==> config.mk <==
export PLATFORM = sky130hd
export DESIGN_NAME = srg_core
export DESIGN_NICKNAME = d
export VERILOG_FILES = /design/src/common/srg_pkg.sv /design/src/design/srg_core.sv /design/src/design/srg_tick.sv
export SDC_FILE = /design/constraint.sdc
export NUM_CORES = 2
export LEC_CHECK = 0
export BUFFER_PORTS_ARGS = -buffer_cell sky130_fd_sc_hd__buf_2
export CORE_ASPECT_RATIO = 0.75
export CORE_UTILIZATION = 50
export CTS_BUF_LIST = sky130_fd_sc_hd__clkbuf_8
export CTS_CLUSTER_SIZE = 14
export DETAILED_ROUTE_END_ITERATION = 10
export PLACE_DENSITY = 0.72
export SETUP_SLACK_MARGIN = 0.1
export SLEW_MARGIN = 40
export SYNTH_ARGS = -nofsm -noshare
export SYNTH_HDL_FRONTEND = slang
export SYNTH_SLANG_ARGS = --single-unit
==> constraint.sdc <==
create_clock -name ref_clk -period 11.35 [get_ports ref_clk]
set_input_delay 0.5675 -clock ref_clk [delete_from_list [all_inputs] [get_ports ref_clk]]
set_output_delay 0.5675 -clock ref_clk [all_outputs]
set_load 0.1 [all_outputs]
==> src/common/srg_pkg.sv <==
// Constants and types shared by the setpoint ramp generator
package srg_pkg;
	// Time base
	localparam int unsigned CLK_HZ = 200_000_000;
	localparam int unsigned TICK_PERIOD_S = 1;
	localparam int unsigned TICK_CYCLES = CLK_HZ * TICK_PERIOD_S;
	localparam logic [31:0] SEC_PER_HOUR = 32'h0000_0e10;
	localparam logic [13:0] SEC_PER_MIN = 14'h003c;
	localparam logic [5:0] SEC_LAST = 6'h3b;

	// Register word offsets
	localparam logic [5:0] OFS_CTRL = 6'h00;
	localparam logic [5:0] OFS_UP_RATE = 6'h01;
	localparam logic [5:0] OFS_DN_RATE = 6'h02;
	localparam logic [5:0] OFS_LOCAL_SP = 6'h03;
	localparam logic [5:0] OFS_FINAL_SP = 6'h04;
	localparam logic [5:0] OFS_RAMP_MIN = 6'h05;
	localparam logic [5:0] OFS_PROF_CFG = 6'h06;
	localparam logic [5:0] OFS_CMD = 6'h07;
	localparam logic [5:0] OFS_STATUS = 6'h08;
	localparam logic [5:0] OFS_WORKING = 6'h09;
	localparam logic [5:0] OFS_TARGET = 6'h0a;
	localparam logic [5:0] OFS_MIN_LEFT = 6'h0b;
	localparam logic [5:0] OFS_SEG_POS = 6'h0c;
	localparam logic [1:0] SEG_SP_PAGE = 2'h2;
	localparam logic [1:0] SEG_PAR_PAGE = 2'h3;

	// Field positions
	localparam int unsigned CTRL_RATE_BIT = 0;
	localparam int unsigned CTRL_RAMP_BIT = 1;
	localparam int unsigned CTRL_PROF_BIT = 2;
	localparam int unsigned CMD_RUNHOLD_BIT = 0;
	localparam int unsigned PROF_FIRST_LSB = 0;
	localparam int unsigned PROF_LAST_LSB = 4;
	localparam int unsigned PROF_RECYC_LSB = 8;

	// Reset values and limits
	localparam logic [2:0] RST_CTRL = 3'h0;
	localparam logic [7:0] RST_RAMP_MIN = 8'h01;
	localparam logic [3:0] RST_FIRST = 4'h1;
	localparam logic [3:0] RST_LAST = 4'h2;
	localparam logic [6:0] RST_RECYC = 7'h00;
	localparam logic [3:0] FIRST_MAX = 4'hb;
	localparam logic [3:0] LAST_MIN = 4'h2;
	localparam logic [3:0] LAST_MAX = 4'hc;
	localparam logic [6:0] RECYC_MAX = 7'h63;
	localparam logic [3:0] NUM_SEG = 4'hc;

	typedef enum logic [1:0] {
		SRG_HOLD = 2'b00,
		SRG_RUN = 2'b01
	} srg_run_type;

	typedef enum logic [1:0] {
		MODE_DIRECT = 2'b00,
		MODE_RATE = 2'b01,
		MODE_RAMP = 2'b11,
		MODE_PROF = 2'b10
	} srg_mode_type;
endpackage

==> src/design/srg_core.sv <==
// Setpoint rate limit, single ramp and ramp/soak profile generator
//
// How it works
// Rate limit moves setpoint gradually toward target
// Separate up and down rates, units/hour
// Zero rate means immediate jump
// Power return during rate: reload measured value
// Single ramp to final over 1-255 minutes
// Single ramp only without rate or profile
// Run/hold command toggles run and freeze
// Remaining ramp minutes kept and readable
// Reaching final setpoint switches run to hold
// Power return mid-ramp: hold at start value
// Power return seeds setpoint from measured value
// Twelve alternating ramp/soak segments, first to last
// Profile only while single ramp disabled
// Working and target setpoints separately readable
// First segment 1-11, last even 2-12
// Profile repeats 0 to 99 times
// Steps driven by one-second time base
`timescale 1ns/1ps
module srg_core #(
	parameter int unsigned TICK_CYCLES = srg_pkg::TICK_CYCLES
) (
	// Clock and reset
	input wire logic ref_clk,
	input wire logic nrst,
	// Register port
	input wire logic [5:0] addr,
	input wire logic [15:0] wdata,
	input wire logic wr,
	input wire logic rd,
	output logic [15:0] rdata,
	// Process side
	input wire logic [15:0] measured_process_value,
	input wire logic power_restored,
	// Setpoint outputs
	output logic [15:0] working_setpoint,
	output logic [15:0] target_setpoint,
	output logic ramp_running,
	output logic [7:0] ramp_minutes_left
);
	typedef struct packed {
		logic [2:0] ctrl;
		logic [15:0] up_rate;
		logic [15:0] dn_rate;
		logic [15:0] local_sp;
		logic [15:0] final_sp;
		logic [7:0] ramp_min;
		logic [3:0] first_seg;
		logic [3:0] last_seg;
		logic [6:0] recycles;
		logic [11:0][15:0] seg_sp;
		logic [11:0][15:0] seg_par;
		logic [15:0] working;
		logic [15:0] goal;
		logic [15:0] ramp_start_sp;
		logic [15:0] ramp_delta;
		logic [31:0] err;
		srg_pkg::srg_run_type run;
		logic ramp_active;
		logic [5:0] sec_cnt;
		logic [15:0] min_left;
		logic [3:0] seg_idx;
		logic [6:0] recyc_left;
		logic pwr_s1;
		logic pwr_s2;
		logic pwr_s3;
		logic [15:0] rdata;
	} srg_state_type;

	localparam srg_state_type STATE_RST = '{
		ctrl: srg_pkg::RST_CTRL,
		ramp_min: srg_pkg::RST_RAMP_MIN,
		first_seg: srg_pkg::RST_FIRST,
		last_seg: srg_pkg::RST_LAST,
		recycles: srg_pkg::RST_RECYC,
		run: srg_pkg::SRG_HOLD,
		default: '0
	};

	srg_state_type r;
	srg_state_type n;
	logic tick;
	logic pwr_evt;
	logic moving;
	logic adv;
	logic cmd;
	srg_pkg::srg_mode_type mode_c;
	logic [15:0] goal_c;
	logic [15:0] rate_c;
	logic [31:0] div_c;
	logic [31:0] err_sum;
	logic [3:0] seg_sel;
	logic [3:0] nxt_idx;
	logic [3:0] nxt_sel;
	logic [3:0] f_first;
	logic [3:0] f_last;
	logic [6:0] f_recyc;

	// Update time base
	srg_tick #(
		.CYCLES(TICK_CYCLES)
	) u_tick (
		.ref_clk(ref_clk),
		.nrst(nrst),
		.tick(tick)
	);

	// Next-state logic
	always_comb begin
		n = r;
		n.pwr_s1 = power_restored;
		n.pwr_s2 = r.pwr_s1;
		n.pwr_s3 = r.pwr_s2;
		pwr_evt = r.pwr_s2 & ~r.pwr_s3;
		adv = 1'b0;
		cmd = 1'b0;
		nxt_idx = 4'h0;
		nxt_sel = 4'h0;
		f_first = wdata[srg_pkg::PROF_FIRST_LSB +: 4];
		f_last = wdata[srg_pkg::PROF_LAST_LSB +: 4];
		f_recyc = wdata[srg_pkg::PROF_RECYC_LSB +: 7];
		seg_sel = (r.seg_idx == 4'h0) ? 4'h0 : 4'(r.seg_idx - 4'h1);

		// Mode arbitration
		if (r.ctrl[srg_pkg::CTRL_RAMP_BIT] && !r.ctrl[srg_pkg::CTRL_RATE_BIT]
				&& !r.ctrl[srg_pkg::CTRL_PROF_BIT]) begin
			mode_c = srg_pkg::MODE_RAMP;
		end else if (r.ctrl[srg_pkg::CTRL_PROF_BIT] && !r.ctrl[srg_pkg::CTRL_RAMP_BIT]) begin
			mode_c = srg_pkg::MODE_PROF;
		end else if (r.ctrl[srg_pkg::CTRL_RATE_BIT]) begin
			mode_c = srg_pkg::MODE_RATE;
		end else begin
			mode_c = srg_pkg::MODE_DIRECT;
		end

		// Goal, rate and divisor for the stepping engine
		case (mode_c)
			srg_pkg::MODE_RATE: begin
				goal_c = r.local_sp;
				rate_c = (r.local_sp >= r.working) ? r.up_rate : r.dn_rate;
				div_c = srg_pkg::SEC_PER_HOUR;
			end
			srg_pkg::MODE_RAMP: begin
				goal_c = r.final_sp;
				rate_c = r.ramp_delta;
				div_c = {18'h0, 14'({6'h0, r.ramp_min} * srg_pkg::SEC_PER_MIN)};
			end
			srg_pkg::MODE_PROF: begin
				goal_c = r.seg_sp[seg_sel];
				rate_c = r.seg_par[seg_sel];
				div_c = srg_pkg::SEC_PER_HOUR;
			end
			default: begin
				goal_c = r.local_sp;
				rate_c = 16'h0;
				div_c = srg_pkg::SEC_PER_HOUR;
			end
		endcase
		n.goal = goal_c;

		// Register writes
		if (wr) begin
			case (addr)
				srg_pkg::OFS_CTRL: n.ctrl = wdata[2:0];
				srg_pkg::OFS_UP_RATE: n.up_rate = wdata;
				srg_pkg::OFS_DN_RATE: n.dn_rate = wdata;
				srg_pkg::OFS_FINAL_SP: n.final_sp = wdata;
				srg_pkg::OFS_LOCAL_SP: begin
					n.local_sp = wdata;
					if (mode_c == srg_pkg::MODE_RAMP && !r.ramp_active) begin
						n.working = wdata;
					end
				end
				srg_pkg::OFS_RAMP_MIN: begin
					if (wdata[7:0] != 8'h0) begin
						n.ramp_min = wdata[7:0];
					end
				end
				srg_pkg::OFS_PROF_CFG: begin
					// Whole write refused when any field is out of range
					if (f_first != 4'h0 && f_first <= srg_pkg::FIRST_MAX
							&& f_last >= srg_pkg::LAST_MIN && f_last <= srg_pkg::LAST_MAX
							&& !f_last[0] && f_recyc <= srg_pkg::RECYC_MAX) begin
						n.first_seg = f_first;
						n.last_seg = f_last;
						n.recycles = f_recyc;
					end
				end
				srg_pkg::OFS_CMD: cmd = wdata[srg_pkg::CMD_RUNHOLD_BIT];
				default: begin
					if (addr[3:0] < srg_pkg::NUM_SEG) begin
						if (addr[5:4] == srg_pkg::SEG_SP_PAGE) begin
							n.seg_sp[addr[3:0]] = wdata;
						end else if (addr[5:4] == srg_pkg::SEG_PAR_PAGE) begin
							n.seg_par[addr[3:0]] = wdata;
						end
					end
				end
			endcase
		end

		// Run/hold toggle, starting a ramp or profile from hold
		if (cmd && (mode_c == srg_pkg::MODE_RAMP || mode_c == srg_pkg::MODE_PROF)) begin
			if (r.run == srg_pkg::SRG_RUN) begin
				n.run = srg_pkg::SRG_HOLD;
			end else begin
				n.run = srg_pkg::SRG_RUN;
				if (mode_c == srg_pkg::MODE_RAMP && !r.ramp_active) begin
					n.ramp_active = 1'b1;
					n.ramp_start_sp = r.working;
					n.ramp_delta = (r.final_sp >= r.working) ? 16'(r.final_sp - r.working)
						: 16'(r.working - r.final_sp);
					n.min_left = {8'h0, r.ramp_min};
					n.sec_cnt = 6'h0;
					n.err = 32'h0;
				end else if (mode_c == srg_pkg::MODE_PROF && r.seg_idx == 4'h0) begin
					n.seg_idx = r.first_seg;
					n.recyc_left = r.recycles;
					n.min_left = r.seg_par[4'(r.first_seg - 4'h1)];
					n.sec_cnt = 6'h0;
					n.err = 32'h0;
				end
			end
		end

		// Stepping engine: error accumulates rate each second, one unit per divisor
		moving = (mode_c == srg_pkg::MODE_RATE)
			|| (r.run == srg_pkg::SRG_RUN
			&& ((mode_c == srg_pkg::MODE_RAMP && r.ramp_active)
			|| (mode_c == srg_pkg::MODE_PROF && r.seg_idx[0])));
		err_sum = r.err + (tick ? {16'h0, rate_c} : 32'h0);
		if (moving) begin
			if (r.working == goal_c) begin
				n.err = 32'h0;
			end else if (rate_c == 16'h0) begin
				n.working = goal_c;
				n.err = 32'h0;
			end else if (err_sum >= div_c) begin
				n.working = (goal_c > r.working) ? 16'(r.working + 16'h1)
					: 16'(r.working - 16'h1);
				n.err = err_sum - div_c;
			end else begin
				n.err = err_sum;
			end
		end

		// Single ramp minute count and completion
		if (mode_c == srg_pkg::MODE_RAMP && r.run == srg_pkg::SRG_RUN && r.ramp_active) begin
			if (tick) begin
				if (r.sec_cnt == srg_pkg::SEC_LAST) begin
					n.sec_cnt = 6'h0;
					if (r.min_left != 16'h0) begin
						n.min_left = 16'(r.min_left - 16'h1);
					end
				end else begin
					n.sec_cnt = 6'(r.sec_cnt + 6'h1);
				end
			end
			if (r.min_left == 16'h0) begin
				n.working = r.final_sp;
			end
			if (r.working == r.final_sp) begin
				n.run = srg_pkg::SRG_HOLD;
				n.ramp_active = 1'b0;
			end
		end

		// Profile sequencing: odd segments ramp, even segments soak
		if (mode_c == srg_pkg::MODE_PROF && r.run == srg_pkg::SRG_RUN && r.seg_idx != 4'h0) begin
			if (r.seg_idx[0]) begin
				adv = (r.working == goal_c);
			end else begin
				if (tick) begin
					if (r.sec_cnt == srg_pkg::SEC_LAST) begin
						n.sec_cnt = 6'h0;
						if (r.min_left != 16'h0) begin
							n.min_left = 16'(r.min_left - 16'h1);
						end
					end else begin
						n.sec_cnt = 6'(r.sec_cnt + 6'h1);
					end
				end
				adv = (r.min_left == 16'h0);
			end
			if (adv) begin
				if (r.seg_idx >= r.last_seg || r.seg_idx >= srg_pkg::NUM_SEG) begin
					if (r.recyc_left != 7'h0) begin
						n.recyc_left = 7'(r.recyc_left - 7'h1);
						nxt_idx = r.first_seg;
					end else begin
						n.run = srg_pkg::SRG_HOLD; // Controls at the last setpoint
					end
				end else begin
					nxt_idx = 4'(r.seg_idx + 4'h1);
				end
				// Parameter slot of the segment being entered, worked out before it is read
				nxt_sel = (nxt_idx == 4'h0) ? 4'h0 : 4'(nxt_idx - 4'h1);
				n.seg_idx = nxt_idx;
				n.err = 32'h0;
				n.sec_cnt = 6'h0;
				n.min_left = r.seg_par[nxt_sel];
			end
		end

		// No ramping: working setpoint follows local setpoint
		if (mode_c == srg_pkg::MODE_DIRECT) begin
			n.working = n.local_sp;
		end

		// Restart after power returns
		if (pwr_evt) begin
			n.err = 32'h0;
			if (mode_c == srg_pkg::MODE_RAMP && r.ramp_active) begin
				n.working = r.ramp_start_sp;
				n.run = srg_pkg::SRG_HOLD;
				n.ramp_active = 1'b0;
				n.sec_cnt = 6'h0;
			end else begin
				n.working = measured_process_value;
			end
		end

		// Read data, valid in the cycle after the strobe
		n.rdata = 16'h0;
		if (rd) begin
			case (addr)
				srg_pkg::OFS_CTRL: n.rdata = {13'h0, r.ctrl};
				srg_pkg::OFS_UP_RATE: n.rdata = r.up_rate;
				srg_pkg::OFS_DN_RATE: n.rdata = r.dn_rate;
				srg_pkg::OFS_LOCAL_SP: n.rdata = r.local_sp;
				srg_pkg::OFS_FINAL_SP: n.rdata = r.final_sp;
				srg_pkg::OFS_RAMP_MIN: n.rdata = {8'h0, r.ramp_min};
				srg_pkg::OFS_PROF_CFG: n.rdata = {1'b0, r.recycles, r.last_seg, r.first_seg};
				srg_pkg::OFS_STATUS: n.rdata = {12'h0, r.ramp_active, mode_c,
					r.run == srg_pkg::SRG_RUN};
				srg_pkg::OFS_WORKING: n.rdata = r.working;
				srg_pkg::OFS_TARGET: n.rdata = r.goal;
				srg_pkg::OFS_MIN_LEFT: n.rdata = r.min_left;
				srg_pkg::OFS_SEG_POS: n.rdata = {1'b0, r.recyc_left, 4'h0, r.seg_idx};
				default: begin
					if (addr[3:0] < srg_pkg::NUM_SEG) begin
						if (addr[5:4] == srg_pkg::SEG_SP_PAGE) begin
							n.rdata = r.seg_sp[addr[3:0]];
						end else if (addr[5:4] == srg_pkg::SEG_PAR_PAGE) begin
							n.rdata = r.seg_par[addr[3:0]];
						end
					end
				end
			endcase
		end
	end

	// State register
	always_ff @(posedge ref_clk or negedge nrst) begin
		if (!nrst) begin
			r <= STATE_RST;
		end else begin
			r <= n;
		end
	end

	// Outputs straight from the state register
	assign rdata = r.rdata;
	assign working_setpoint = r.working;
	assign target_setpoint = r.goal;
	assign ramp_running = r.run[0];
	assign ramp_minutes_left = r.min_left[7:0];

	// Rate limit moves one unit at most per cycle
	rate_one_step_a: assert property (@(posedge ref_clk) disable iff (!nrst)
		(mode_c == srg_pkg::MODE_RATE && r.up_rate != 16'h0 && r.dn_rate != 16'h0
		&& !pwr_evt && !wr) |=> (r.working == $past(r.working)
		|| r.working == 16'($past(r.working) + 16'h1)
		|| r.working == 16'($past(r.working) - 16'h1)))
		else $error("Rate limited setpoint moved more than one unit");

	// Zero rate jumps straight to target
	rate_zero_jump_a: assert property (@(posedge ref_clk) disable iff (!nrst)
		(mode_c == srg_pkg::MODE_RATE && r.up_rate == 16'h0 && goal_c > r.working
		&& !pwr_evt) |=> r.working == $past(goal_c))
		else $error("Zero up rate did not jump to target");

	// Hold freezes the working setpoint
	hold_freeze_a: assert property (@(posedge ref_clk) disable iff (!nrst)
		(r.run == srg_pkg::SRG_HOLD && (mode_c == srg_pkg::MODE_RAMP
		|| mode_c == srg_pkg::MODE_PROF) && !pwr_evt && !wr) |=> $stable(r.working))
		else $error("Working setpoint moved while on hold");

	// Remaining minutes count down
	ramp_minutes_a: assert property (@(posedge ref_clk) disable iff (!nrst)
		(mode_c == srg_pkg::MODE_RAMP && r.run == srg_pkg::SRG_RUN && r.ramp_active && tick
		&& r.sec_cnt == srg_pkg::SEC_LAST && r.min_left != 16'h0 && !pwr_evt && !wr)
		|=> r.min_left == 16'($past(r.min_left) - 16'h1))
		else $error("Remaining ramp minutes not decremented");

	// Ramp end returns to hold
	ramp_end_hold_a: assert property (@(posedge ref_clk) disable iff (!nrst)
		(mode_c == srg_pkg::MODE_RAMP && r.run == srg_pkg::SRG_RUN && r.ramp_active
		&& r.working == r.final_sp) |=> (r.run == srg_pkg::SRG_HOLD && !r.ramp_active))
		else $error("Ramp did not stop at final setpoint");

	// Power return mid-ramp restores start value
	pwr_ramp_restore_a: assert property (@(posedge ref_clk) disable iff (!nrst)
		(pwr_evt && mode_c == srg_pkg::MODE_RAMP && r.ramp_active)
		|=> (r.run == srg_pkg::SRG_HOLD && r.working == $past(r.ramp_start_sp)))
		else $error("Ramp not restored to start on power return");

	// Power return during rate seeds from measured value
	pwr_rate_seed_a: assert property (@(posedge ref_clk) disable iff (!nrst)
		(pwr_evt && mode_c == srg_pkg::MODE_RATE) |=> r.working == $past(measured_process_value))
		else $error("Rate restart not seeded from measured value");

	// Mode exclusions
	mode_gate_a: assert property (@(posedge ref_clk) disable iff (!nrst)
		(r.ctrl[srg_pkg::CTRL_RATE_BIT] |-> mode_c != srg_pkg::MODE_RAMP)
		and (r.ctrl[srg_pkg::CTRL_RAMP_BIT] |-> mode_c != srg_pkg::MODE_PROF))
		else $error("Mode exclusion violated");

	// Profile bounds
	seg_bounds_a: assert property (@(posedge ref_clk) disable iff (!nrst)
		r.first_seg >= 4'h1 && r.first_seg <= srg_pkg::FIRST_MAX && !r.last_seg[0]
		&& r.last_seg >= srg_pkg::LAST_MIN && r.last_seg <= srg_pkg::LAST_MAX
		&& r.recycles <= srg_pkg::RECYC_MAX && r.seg_idx <= srg_pkg::NUM_SEG)
		else $error("Profile configuration out of range");
endmodule // srg_core

==> src/design/srg_tick.sv <==
// One-second update strobe for the setpoint ramp generator
`timescale 1ns/1ps
module srg_tick #(
	parameter int unsigned CYCLES = srg_pkg::TICK_CYCLES
) (
	// Clock and reset
	input wire logic ref_clk,
	input wire logic nrst,
	// Strobe
	output logic tick
);
	typedef struct packed {
		logic [31:0] cnt;
		logic tick;
	} srg_tick_state_type;

	srg_tick_state_type r;
	srg_tick_state_type n;

	// Count one period, then pulse for one cycle
	always_comb begin
		n = r;
		n.tick = 1'b0;
		if (r.cnt >= 32'(CYCLES - 1)) begin
			n.cnt = 32'h0;
			n.tick = 1'b1;
		end else begin
			n.cnt = r.cnt + 32'h1;
		end
	end

	// State register
	always_ff @(posedge ref_clk or negedge nrst) begin
		if (!nrst) begin
			r <= '0;
		end else begin
			r <= n;
		end
	end

	assign tick = r.tick;
endmodule // srg_tick

==> flow_metrics.py <==
metrics = {
    "floorplan": {
        "num_rows": 94,
        "core_area_um2": 87860,
        "ios": 100,
        "dieArea_um2": 90150,
        "start_util_pct": 50.62,
        "die_x_um": 346.4,
        "die_h_um": 260.3,
    },
    "timing": {
        "skew_ns": 0.04629,
        "worstMarginPinSlew_ns": 1.002,
        "hold_viol_final": 0,
        "final.period_utilization_pct": 85.38,
        "slew_viol_final": 0,
        "setup-tns-final_ns": 0,
        "rsz0062_at_grt": "false",
        "fin_crit_ns": 9.691,
        "max_freq_ghz": 0.1032,
        "whs_ns": 0.1411,
        "slew_headroom_pct": 32.77,
        "finalSetupViolations": 0,
    },
    "drt": {
        "via_per_inst": 7.047,
        "drc": 0,
        "drt-initial-drc-count": 6335,
        "vias": 39010,
        "wl_per_cell_um": 29.94,
        "routed_wl_mm": 165.7,
        "antenna_left": 0,
        "firstDrtPassIters": 10,
    },
    "critical_path": {
        "worstSetupEndpointType": "flip-flop",
        "crit_buf_inv": 4,
        "crit_path_start_kind": "flip-flop",
        "r2r_start": "r[26]$_DFF_PN0_",
        "path_class": "reg2reg",
        "worstPathMaxFanout": 39,
        "path_depth": 31,
        "crit_end": "working_setpoint[1]$_DFF_PN0_",
        "arrival_ns": 10.45,
        "reg2reg_to": "working_setpoint[1]$_DFF_PN0_",
        "path_delay_family": "compound AO/OA/AOI/OAI gates",
        "crit_start": "r[26]$_DFF_PN0_",
        "critPathSlowestCell": "dfrtp_4",
        "reg2reg_depth": 31,
        "critPathMaxStageDelay_ns": 0.73,
        "cp.required_ns": 12.11,
        "regToRegSetupSlack_ns": 1.66,
    },
    "cts": {
        "cts_root_buf": "clkbuf_8",
        "cts.sinks": 658,
        "htreeDepth": 3,
        "cts_resized": 0,
        "clk_path_buf_depth": 3,
        "clkTransAtPathRegs_ns": 0.07,
        "cts_tree": "built",
        "cts-buffers-inserted": 105,
        "clk_latency_ns": 0.84,
    },
    "synth": {
        "synth_most_common_cell": "dfrtp_1",
        "yosysSeqAreaShare_pct": 37.03,
        "ys_types": 109,
        "ys_warn_count": 0,
        "synth_ff_type": "dfrtp_1",
        "synth_edf_count": 0,
        "synthCells": 4378,
        "synth.area.top_cells": "dfrtp_1 37%, mux2_2 12%, mux4_2 8.2%",
        "async_flop_share_pct": 100.0,
        "syn_area_um2": 44470,
        "synth_area_per_cell_um2": 10.16,
        "yosys.area.top_type": "dfrtp_1",
        "yosysTopAreaCellShare_pct": 36.86,
        "synthTopCellsByCount": "655 x dfrtp_1, 541 x nand2_1, 486 x mux2_2",
        "yosys_register_bits": 658,
    },
    "finish": {
        "drive_gt1_share_pct": 25.96,
        "regArea_um2": 16480,
        "fin_nets": 4493,
        "area_growth_pct": 8.190,
        "multiInputGateArea_um2": 26170,
        "fillers": 7582,
    },
    "outcome": {
        "outcome": "complete, no violations",
    },
    "placement": {
        "gp_congestion": 1.093,
        "hpwlAfterDp_mm": 114.6,
        "portBuffers": 99,
    },
    "grt": {
        "grt_max_degree": 105,
        "busiest_layer": "met1",
        "use_met1_pct": 51.25,
        "grt_pass1_wl_mm": 244.7,
        "grt_pass1_vias": 36470,
        "overflow": 0,
        "antenna_found_initial": 12,
        "met3_usage_pct": 14.36,
        "grt_usage_pct": 36.31,
        "met2_usage_pct": 48.86,
    },
    "power": {
        "powerDensity_nw_per_um2": 195.8,
        "ir_drop_v": 0.0001692,
        "leakage_nw": 21.23,
    },
    "hold_path": {
        "worstHoldStart": "measured_process_value[10]",
        "hp-class": "in2reg",
    },
    "run": {
        "maxCapViolCount": 0,
    },
}
[how the worst min path moves through the flow]
stage,to,slack (ns),depth (start not counted)
final,working_setpoint[10]$_DFF_PN0_,0.14,4
after global routing,working_setpoint[5]$_DFF_PN0_,0.11,3
after CTS,working_setpoint[10]$_DFF_PN0_,0.11,4
after detailed placement,n[16]$_DFF_PN0_,0.35,0
after global placement,n[16]$_DFF_PN0_,0.34,0
after floorplan,asynchronous set/reset pin,0.27,0
[worst register-to-register path: cells and delay by family, from the launching register on]
family / cells / cell delay, ns
AOI/OAI and AO/OA: 11 / 2.90
xor gates and xnor gates: 1 / 0.21
adders and majority gates: 4 / 1.41
buffers and inverters: 4 / 0.82
DFF: 1 / 0.73
muxes: 2 / 0.96
and+or+nand+nor: 9 / 2.60
[power breakdown]
group	internal [W]	switching [W]	total, W
Clock	0.00122	0.00107	0.00229
Sequential	0.00263	0.000406	0.00304
Combinational	0.00152	0.00258	0.00409
Total	0.00537	0.00405	0.00942
[layout make-up]
type / count / area share [%]
clock inverters: 55 / 0.9960
multi-input cells: 3245 / 54.39
flip-flops and latches: 658 / 34.25
diodes: 3 / 0.01560
repair buffers: 195 / 2.816
clock buffers: 133 / 3.805
well taps: 1152 / 2.996
inverters: 94 / 0.7333
[routing by layer]
| metal | vias up | part of all wire [%] |
|---|---|---|
| met5 | - | 0.052 |
| met4 | 14 | 4.8 |
| met3 | 525 | 15 |
| met2 | 2875 | 40 |
| met1 | 19450 | 40 |
| li1 | 16140 | - |
[cell families after synthesis]
logic type / count (synthesis) / share of synthesized area (%)
xor+xnor: 114 / 2.245
compound gates: 1031 / 16.04
fa+ha+maj: 151 / 4.552
mux: 779 / 23.46
simple gates: 1166 / 11.98
flops: 658 / 37.03
buf+inv: 478 / 4.687
other cells: 1 / 0.008432
[through the flow]
step	total power [W]	std cells	worst slack (ns)	utilization, %	area (µm²)
after floorplan	0.005864	4381	4.021	-	44480
after global placement	0.006886	5339	2.140	51.85	45550
after detailed placement	0.006945	5342	1.847	52.04	45720
after CTS	0.009236	5532	1.821	54.69	48050
after global routing	0.009764	5533	1.239	54.76	48110
final	0.009419	5535	1.659	54.76	48110
[placed cells by master, fill, tap and decap left out, types with 31 or more instances in the layout]
| cell | count |
|---|---|
| a22oi_1 | 69 |
| nand3_1 | 133 |
| inv_1 | 109 |
| nor2_1 | 180 |
| a211oi_1 | 58 |
| nor2b_1 | 38 |
| ha_1 | 132 |
| o221ai_1 | 44 |
| o21ai_0 | 177 |
| a21o_1 | 46 |
| a221oi_1 | 48 |
| nor3_1 | 53 |
| buf_4 | 89 |
| and3_1 | 31 |
| mux4_2 | 161 |
| nand2_1 | 526 |
| xor2_1 | 50 |
| a31oi_1 | 48 |
| mux2_2 | 486 |
| dfrtp_1 | 654 |
| a21oi_1 | 222 |
| clkbuf_8 | 134 |
| mux2i_1 | 122 |
| xnor2_1 | 62 |
| buf_2 | 91 |
| and2_1 | 43 |
[repair_timing]
item                      in CTS  in global routing
hold endpoints to repair      77                  0
buffers inserted               0                  0
hold buffers                   2                  0
Power figures use the tool's default switching activity.
